### src/include/ebc_pkg.sv
// Package for the external bus area configuration block.
// Assumes a single 200 MHz clock and an Avalon-MM register slave.
package ebc_pkg;
   localparam logic [3:0]  ADDR_TYPE_CTRL  = 4'h0;
   localparam logic [3:0]  ADDR_WIDTH_CTRL = 4'h4;
   localparam logic [3:0]  ADDR_STATUS     = 4'h8;
   localparam int          BURST_LSB       = 5;
   localparam int          MEMTYPE_LSB     = 2;
   localparam int          CARD_BIT        = 0;
   localparam int          MPX_BIT         = 17;
   localparam int          PORT_FUNCTION_ENABLE_BIT      = 0;
   localparam int          RSVD_BIT        = 1;
   localparam logic [31:0] TYPE_RESET      = 32'h0000_0000;
   localparam logic [31:0] TYPE_WMASK      = 32'h0002_00fd;
   localparam logic [15:0] WIDTH_RESET     = 16'h3ffc;
   localparam logic [15:0] WIDTH_WMASK     = 16'h3ffd;
   localparam logic [31:0] READ_UNMAPPED   = 32'h0000_0000;

   typedef enum logic [2:0] {
      BST_NONE = 3'b000,
      BST_4    = 3'b001,
      BST_8    = 3'b010,
      BST_16   = 3'b011,
      BST_32   = 3'b100
   } ebc_burst_t;

   typedef enum logic [2:0] {
      MT_SRAM_SRAM  = 3'b000,
      MT_SRAM_SDRAM = 3'b010,
      MT_SDRAM_BOTH = 3'b011,
      MT_SRAM_DRAM  = 3'b100
   } ebc_memtype_t;

   typedef enum logic [1:0] {
      IF_SRAM  = 2'b00,
      IF_MPX   = 2'b01,
      IF_DRAM  = 2'b10,
      IF_SDRAM = 2'b11
   } ebc_iface_t;

   typedef enum logic [1:0] {
      BUS_IDLE = 2'b00,
      BUS_ACK  = 2'b01
   } ebc_bus_t;
endpackage

### src/design/ebc_area_config.sv
// External bus area configuration registers and decoded area settings.
// Assumes a synchronous Avalon-MM master and a bus controller that pulses
// i_access_start when each external access begins.
// Operation
// - Area 6 burst code: none, 4, 8, 16, 32 accesses; others reserved
// - Area 2/3 type codes 000, 010, 011, 100; other codes not settable
// - SRAM-type area 2/3 choose SRAM or multiplexed from select bit
// - Card mode bit puts areas 5, 6 on card interface, overriding others
// - Card mode turns mode pins three and four into card enable outputs
// - Width register resets on power-on only, not manual reset
// - Area 0 width captures mode pins at power-on, read-only
// - Areas 1 to 6 two-bit width fields, reset to 32 bits
// - Width register bit 1 reads zero, software writes zero
// - Port enable makes shared address/data pins a 32-bit port
// - Multiplexed select moves SRAM or burst areas 1-6 to mux interface
//
// Decided for this implementation: the Avalon-MM register port and the address map.
module ebc_area_config
   import ebc_pkg::*;
(
   input  wire logic        i_clk,
   input  wire logic        i_rst,
   input  wire logic        i_por,
   input  wire logic        i_mode_pin_three,
   input  wire logic        i_mode_pin_four,
   input  wire logic        i_access_start,
   input  wire logic [3:0]  i_address,
   input  wire logic        i_read,
   input  wire logic        i_write,
   input  wire logic [31:0] i_writedata,
   input  wire logic [3:0]  i_byteenable,
   output logic      [31:0] o_readdata,
   output logic             o_waitrequest,
   output logic             o_card_mode,
   output logic             o_card_enable2_first_sel,
   output logic             o_card_enable2_second_sel,
   output logic             o_port_function_enable,
   output logic      [2:0]  o_area6_burst_len_code,
   output logic      [13:0] o_area_iface,
   output logic      [13:0] o_area_width
);
   logic [31:0]  type_reg;
   logic [15:0]  width_reg;
   ebc_bus_t     bus_reg;
   logic [31:0]  wmask;
   logic         wr_fire;
   logic         rd_fire;
   logic [31:0]  type_next;
   logic [15:0]  width_next;
   logic [2:0]   burst_eff;
   logic [2:0]   memtype;
   logic         multiplexed_interface;
   logic         card;
   logic [13:0]  iface_next;

   // Byte lanes expanded to a bit mask
   always_comb begin
      for (int b = 0; b < 4; b++) begin
         wmask[b*8 +: 8] = {8{i_byteenable[b]}};
      end
   end

   // One wait cycle: request acknowledged on the second edge.
   // Read data loads as waitrequest drops, so it stands when sampled
   assign wr_fire = i_write && (bus_reg == BUS_ACK);
   assign rd_fire = i_read && (bus_reg == BUS_IDLE);

   always_ff @(posedge i_clk) begin
      if (i_rst) begin
         bus_reg <= BUS_IDLE;
      end else if (bus_reg == BUS_ACK) begin
         bus_reg <= BUS_IDLE;
      end else if (i_read || i_write) begin
         bus_reg <= BUS_ACK;
      end else begin
         bus_reg <= BUS_IDLE;
      end
   end

   always_ff @(posedge i_clk) begin
      if (i_rst) begin
         o_waitrequest <= 1'b1;
      end else begin
         o_waitrequest <= !((i_read || i_write) && bus_reg == BUS_IDLE);
      end
   end

   // Unsettable area 2/3 codes leave the old type in place
   always_comb begin
      type_next = (type_reg & ~(TYPE_WMASK & wmask))
                | (i_writedata & TYPE_WMASK & wmask);
      case (type_next[MEMTYPE_LSB +: 3])
         MT_SRAM_SRAM, MT_SRAM_SDRAM,
         MT_SDRAM_BOTH, MT_SRAM_DRAM: begin
         end
         default: begin
            type_next[MEMTYPE_LSB +: 3] = type_reg[MEMTYPE_LSB +: 3];
         end
      endcase
   end

   always_ff @(posedge i_clk) begin
      if (i_por) begin
         type_reg <= TYPE_RESET;
      end else if (wr_fire && i_address == ADDR_TYPE_CTRL) begin
         type_reg <= type_next;
      end
   end

   // Only power-on restores widths; i_rst alone keeps them
   assign width_next = (width_reg & ~(WIDTH_WMASK & wmask[15:0]))
                     | (i_writedata[15:0] & WIDTH_WMASK & wmask[15:0]);

   always_ff @(posedge i_clk) begin
      if (i_por) begin
         width_reg <= WIDTH_RESET;
      end else if (wr_fire && i_address == ADDR_WIDTH_CTRL) begin
         width_reg <= width_next;
      end
   end

   // Mode pins caught on the edge that sees power-on held
   logic [1:0] area0_width_reg;
   always_ff @(posedge i_clk) begin
      if (i_por) begin
         area0_width_reg <= {i_mode_pin_four, i_mode_pin_three};
      end
   end

   assign card    = type_reg[CARD_BIT];
   assign multiplexed_interface     = type_reg[MPX_BIT];
   assign memtype = type_reg[MEMTYPE_LSB +: 3];
   // Card mode overrides the burst code
   assign burst_eff = card ? BST_NONE : type_reg[BURST_LSB +: 3];

   // Interface per area n at bits 2n+1:2n; area 0 is always plain SRAM.
   // Card areas show zero: the card interface has no code of its own
   for (genvar n = 0; n < 7; n++) begin : g_area
      logic [1:0] iface_area;
      always_comb begin
         iface_area = multiplexed_interface ? IF_MPX : IF_SRAM;
         if (n == 0) begin
            iface_area = IF_SRAM;
         end
         if (n == 2 && memtype == MT_SDRAM_BOTH) begin
            iface_area = IF_SDRAM;
         end
         if (n == 3) begin
            case (memtype)
               MT_SRAM_SDRAM, MT_SDRAM_BOTH: begin
                  iface_area = IF_SDRAM;
               end
               MT_SRAM_DRAM: begin
                  iface_area = IF_DRAM;
               end
               default: begin
               end
            endcase
         end
         if ((n == 5 || n == 6) && card) begin
            iface_area = IF_SRAM;
         end
      end
      assign iface_next[n*2 +: 2] = iface_area;
   end

   // Area 0 width comes from the straps; the rest from software
   logic [13:0] width_sel;
   for (genvar a = 0; a < 7; a++) begin : g_width
      if (a == 0) begin : g_strap
         assign width_sel[1:0] = area0_width_reg;
      end else begin : g_soft
         assign width_sel[a*2 +: 2] = width_reg[a*2 +: 2];
      end
   end

   // Read word built ahead so it is ready as waitrequest drops
   logic [31:0] read_word;
   always_comb begin
      case (i_address)
         ADDR_TYPE_CTRL: begin
            read_word = type_reg;
         end
         ADDR_WIDTH_CTRL: begin
            read_word = {16'h0000, area0_width_reg,
                         width_reg[13:2], 1'b0, width_reg[0]};
         end
         ADDR_STATUS: begin
            read_word = {13'h0000, o_area6_burst_len_code,
                         2'b00, o_area_iface};
         end
         default: begin
            read_word = READ_UNMAPPED;
         end
      endcase
   end

   always_ff @(posedge i_clk) begin
      if (i_rst) begin
         o_readdata <= READ_UNMAPPED;
      end else if (rd_fire) begin
         o_readdata <= read_word;
      end
   end

   // Settings latched only between accesses: a write never
   // changes an access in flight, which samples at its start
   logic settings_pending_reg;
   always_ff @(posedge i_clk) begin
      if (i_rst) begin
         settings_pending_reg <= 1'b1;
      end else begin
         settings_pending_reg <= 1'b0;
      end
   end

   // Reload costs a cycle of latency but keeps every output registered
   logic reload;
   assign reload = i_access_start || settings_pending_reg;

   always_ff @(posedge i_clk) begin
      if (i_rst) begin
         o_card_mode <= 1'b0;
      end else if (reload) begin
         o_card_mode <= card;
      end
   end

   always_ff @(posedge i_clk) begin
      if (i_rst) begin
         o_card_enable2_first_sel <= 1'b0;
      end else if (reload) begin
         o_card_enable2_first_sel <= card;
      end
   end

   always_ff @(posedge i_clk) begin
      if (i_rst) begin
         o_card_enable2_second_sel <= 1'b0;
      end else if (reload) begin
         o_card_enable2_second_sel <= card;
      end
   end

   // Pins stay in normal use until software sets the port enable
   always_ff @(posedge i_clk) begin
      if (i_rst) begin
         o_port_function_enable <= 1'b0;
      end else if (reload) begin
         o_port_function_enable <= width_reg[PORT_FUNCTION_ENABLE_BIT];
      end
   end

   always_ff @(posedge i_clk) begin
      if (i_rst) begin
         o_area6_burst_len_code <= BST_NONE;
      end else if (reload) begin
         o_area6_burst_len_code <= burst_eff;
      end
   end

   always_ff @(posedge i_clk) begin
      if (i_rst) begin
         o_area_iface <= 14'h0000;
      end else if (reload) begin
         o_area_iface <= iface_next;
      end
   end

   // Reset shows 32-bit widths for areas 0 to 5 and code 00 for area 6 until the first reload
   always_ff @(posedge i_clk) begin
      if (i_rst) begin
         o_area_width <= WIDTH_RESET[15:2];
      end else if (reload) begin
         o_area_width <= width_sel;
      end
   end
endmodule

### config.mk
export PLATFORM = sky130hd
export DESIGN_NAME = ebc_area_config
export DESIGN_NICKNAME = d
export VERILOG_FILES = /design/src/include/ebc_pkg.sv /design/src/design/ebc_area_config.sv
export SDC_FILE = /design/constraint.sdc
export NUM_CORES = 1
export LEC_CHECK = 0
export ABC_AREA = 1
export BUFFER_PORTS_ARGS = -buffer_cell sky130_fd_sc_hd__buf_2
export CAP_MARGIN = 5
export CORE_MARGIN = 2
export CORE_UTILIZATION = 44
export DETAILED_ROUTE_END_ITERATION = 10
export GPL_TIMING_DRIVEN = 0
export PLACE_DENSITY = 0.82
export SLEW_MARGIN = 25
export SYNTH_ARGS = -nofsm -noshare
export SYNTH_HDL_FRONTEND = slang
export SYNTH_SLANG_ARGS = --single-unit
### constraint.sdc
create_clock -name i_clk -period 1.1 [get_ports i_clk]
set_clock_uncertainty 0.1 [all_clocks]
set_input_delay 0.22 -clock i_clk [delete_from_list [all_inputs] [get_ports i_clk]]
set_output_delay 0.22 -clock i_clk [all_outputs]
set_load 0.02 [all_outputs]
==> results.md <==
* Clock tree from TritonCTS: yes
* Power share of the sequential group at 0.439
* NumNets Final at 607
* Synthesized-area fraction occupied by xor and xnor cells at 0
* Max_cap viols at 0
* Area growth from synthesis to final layout at 74.9%
* Number of synthesized register bits at 69
* DP Cell Count at 568
* Setup-violating endpoint count in the final report at 102
* Final period utilization at 1.17
* Gpl congestion at 0.920
* Sequential element share of the synthesized area at 0.473
* Signal arrival time at the worst endpoint at 1.41 ns
* Initial antenna violation count at 0
* WL/cell at 17.2 um
* Setup repair after global routing missed its margin: yes
* Maximum clock rate at 0.776 GHz
* Hold violation total from the final report at 0
* Switching power at 1.57 mW
* Post-placement cell area at 3540 sq um
* Areal power density over the cells at 1150 nW/um^2
* Run status: finished with violations
* VDD IR-drop max at 1.21 mV
* Critical register-to-register path startpoint: bus_reg[0]
* PnR Total Power at 5.94 mW
* Max_slew headroom at 0.507
* Layout cell share with drive strength beyond 1 at 0.613
* Type of element launching the critical path: flop
* Worst Path Class, Setup: flop to flop
* Maximum number of pins on one net before global-route repair at 13
* Final standard cell count with taps included and fillers excluded at 641
* Port buffer count at 76
* Overall die area at 7400 sq um
* Worst-margin pin slew at 0.740 ns
* Proportion of total power due to net switching at 0.264
* Yosys cell types at 27
* Power Internal at 4.37 mW
* Clock Tree Buf Depth at 2
* Clock power share at 0.407
* Post-route design area at 5180 sq um
* Number of top-level pins at 116
* Leakage at 2.39 nW
* Worst-case reg-to-reg path depth at 6
* DRC violation count after routing at 0
* Clock Pin Slew Worst Setup and Hold Paths at 0.08 ns
* Main combinational cell family by area after synthesis: simple AND/OR/NAND/NOR gates
* Synthesis warning total at 0
* Layout filler cell count at 357
* Kind of end point of the critical path: flop
* Worst setup margin at -0.189 ns
* Antenna fix cells at 0
* Share of the synthesized area in compound gates (AO/OA/AOI/OAI) at 0.0862
* Reg-to-reg slack, setup at -0.19 ns
* Total half-perimeter wirelength after legalization and detailed placement at 5.83 mm
* Vias per cell at 5.40
* Summed instance area of the synthesized netlist at 2960 sq um
* Die span in y at 86.0 um
* Setup total negative slack at -7.26 ns
* Vias at 3460
* Count of final max-slew check failures at 0
* Synth Area per Inst at 7.48 sq um
* X dimension of the die at 86.0 um
* Total Wirelength at 11.0 mm
* Simple-Gate Fraction of Synth Area at 0.326
* Time the final worst path needs with I/O delays and setup at 1.29 ns
* Clock latency at the later pin of the worst-skew pair at 0.35 ns
* Worst hold-check slack at 0.0229 ns
* Logic pwr share at 0.154
* DRT antenna net count at 0
* Post-Route Utilization at 0.807
* Share of synthesized cell area in full adder, half adder and majority cells at 0
* Number of detailed-routing iterations run before antenna repair at 5
* Initial DRC count at 268
* Starting density of the core at 0.461
* Area taken by flip-flops and latches at 1480 sq um
* Synthesized netlist cell count at 396
* Number of clock sinks seen by CTS at 69
* Number of global-route vias before repair at 3088
* Number of cells on the worst hold path at 3
* HP Class: primary input to flop
* Total routing resource utilization after global routing at 0.243
* Placeable core region at 6420 sq um
* Pre-CTS setup slack at -0.356 ns
* Maximum level of the CTS H-tree at 3
* Library cell used as clock root buffer: sky130_fd_sc_hd__clkbuf_8
* Number of clock buffers inserted by TritonCTS at 9
* Hold Path Origin: i_writedata[0]
* Post-synthesis mux area share at 0
* Global-route wire length before repair at 14.0 mm
* Footprint of the multi-input gates at 1760 sq um
* Number of rows created at floorplan at 29
* Violated checks: setup timing
* Aggregate global routing overflow at 0
* Required time of the critical path at 1.22 ns
* Maximum fanout encountered on the critical timing path at 7
-- placed cells by master (no fill, tap or decap), types with 6 or more instances in the layout --
cell type and instances:
sky130_fd_sc_hd__a21oi_1 6, sky130_fd_sc_hd__dfxtp_4 6, sky130_fd_sc_hd__o21ai_0 10, sky130_fd_sc_hd__conb_1 20, sky130_fd_sc_hd__buf_2 29, sky130_fd_sc_hd__nor2_1 24
sky130_fd_sc_hd__inv_2 8, sky130_fd_sc_hd__dlygate4sd3_1 13, sky130_fd_sc_hd__clkbuf_8 9, sky130_fd_sc_hd__buf_4 55, sky130_fd_sc_hd__dfxtp_2 45, sky130_fd_sc_hd__nand3_2 16
sky130_fd_sc_hd__a21oi_2 23, sky130_fd_sc_hd__nand3_1 28, sky130_fd_sc_hd__inv_1 13, sky130_fd_sc_hd__nand2_1 73, sky130_fd_sc_hd__buf_6 63, sky130_fd_sc_hd__dfxtp_1 16
sky130_fd_sc_hd__nand2_4 17, sky130_fd_sc_hd__nor2_4 9, sky130_fd_sc_hd__nand2_2 33
-- cells in the mapped netlist --
| cell type | n | share of area |
|---|---|---|
| sky130_fd_sc_hd__a21oi_1 | 29 | 0.049 |
| sky130_fd_sc_hd__a22oi_1 | 1 | 0.0025 |
| sky130_fd_sc_hd__buf_1 | 1 | 0.0013 |
| sky130_fd_sc_hd__buf_2 | 3 | 0.0051 |
| sky130_fd_sc_hd__buf_4 | 25 | 0.063 |
| sky130_fd_sc_hd__clkbuf_1 | 7 | 0.0089 |
| sky130_fd_sc_hd__clkinv_1 | 1 | 0.0013 |
| sky130_fd_sc_hd__clkinv_2 | 1 | 0.0017 |
| sky130_fd_sc_hd__conb_1 | 1 | 0.0013 |
| sky130_fd_sc_hd__dfxtp_1 | 67 | 0.45 |
| sky130_fd_sc_hd__edfxtp_1 | 2 | 0.020 |
| sky130_fd_sc_hd__inv_1 | 18 | 0.023 |
| sky130_fd_sc_hd__inv_2 | 7 | 0.0089 |
| sky130_fd_sc_hd__nand2_1 | 120 | 0.15 |
| sky130_fd_sc_hd__nand2_2 | 1 | 0.0021 |
| sky130_fd_sc_hd__nand2_4 | 3 | 0.011 |
| sky130_fd_sc_hd__nand3_1 | 44 | 0.074 |
| sky130_fd_sc_hd__nand3_2 | 2 | 0.0068 |
| sky130_fd_sc_hd__nand4_1 | 2 | 0.0042 |
| sky130_fd_sc_hd__nor2_1 | 30 | 0.038 |
| sky130_fd_sc_hd__nor2_2 | 6 | 0.013 |
| sky130_fd_sc_hd__nor2_4 | 2 | 0.0076 |
| sky130_fd_sc_hd__nor2_8 | 2 | 0.014 |
| sky130_fd_sc_hd__nor3_1 | 2 | 0.0034 |
| sky130_fd_sc_hd__o211ai_1 | 3 | 0.0076 |
| sky130_fd_sc_hd__o21ai_0 | 12 | 0.020 |
| sky130_fd_sc_hd__o21ai_1 | 4 | 0.0068 |
-- cell families after synthesis --
kind of cell | after synthesis
AND/OR/NAND/NOR | 214
AO/OA/AOI/OAI | 49
flip-flops | 69
other | 1
buffers and inverters | 63
-- timing repair --
item / CTS / global route
hold endpoints to repair: 13 / 0
cloned: 1 / 3
endpoints found under the setup margin: 98 / 109
gates resized for setup: 175 / 140
pin swaps: 6 / 36
setup buffers: 20 / 20
hold buffers: 13 / 0
-- power by group through the flow --
stage / Clock (mW) / Combinational [mW] / Sequential [mW]
after floorplan: 0 / 0.338 / 2.70
after global placement: 0 / 0.556 / 2.65
after detailed placement: 0 / 0.566 / 2.65
after CTS: 2.41 / 0.712 / 2.61
after global routing: 2.53 / 0.967 / 2.61
final: 2.42 / 0.915 / 2.61
-- layout make-up --
| type | count | share of cell area |
|---|---|---|
| Buffer | 36 | 0.0572 |
| Clock buffer | 11 | 0.0295 |
| Clock inverter | 5 | 0.0157 |
| Inverter | 27 | 0.0217 |
| Multi-Input combinational cell | 283 | 0.340 |
| Sequential cell | 69 | 0.286 |
| Tap cell | 77 | 0.0186 |
| Timing Repair Buffer | 133 | 0.231 |
-- critical path, stage by stage (launching register included) --
cell and delay, ns:
sky130_fd_sc_hd__dfxtp_2 0.36, sky130_fd_sc_hd__nand2_4 0.09, sky130_fd_sc_hd__buf_12 0.14, sky130_fd_sc_hd__nor2_8 0.15
sky130_fd_sc_hd__nand2_4 0.12, sky130_fd_sc_hd__nand2_1 0.11, sky130_fd_sc_hd__nand3_1 0.08
-- worst max-delay path by stage --
stage,cells past startpoint,start,end
2_1_floorplan,7,bus_reg[0],flop
3_3_place_gp,4,i_rst,o_area_iface[8]
3_5_place_dp,4,i_rst,o_area6_burst_len_code[1]
4_1_cts,2,o_card_enable2_second_sel,o_card_mode
5_1_grt,7,bus_reg[0],flop
6_report,6,bus_reg[0],flop
-- per-layer routing --
layer  track usage  vias up  part of all wire
met2         0.420      216              0.52
met5             0        -                 0
met1         0.282     1641              0.38
met4         0.102        0             0.034
li1              -     1560                 -
met3        0.0674       43             0.073
(Power assumes the default switching activity.)
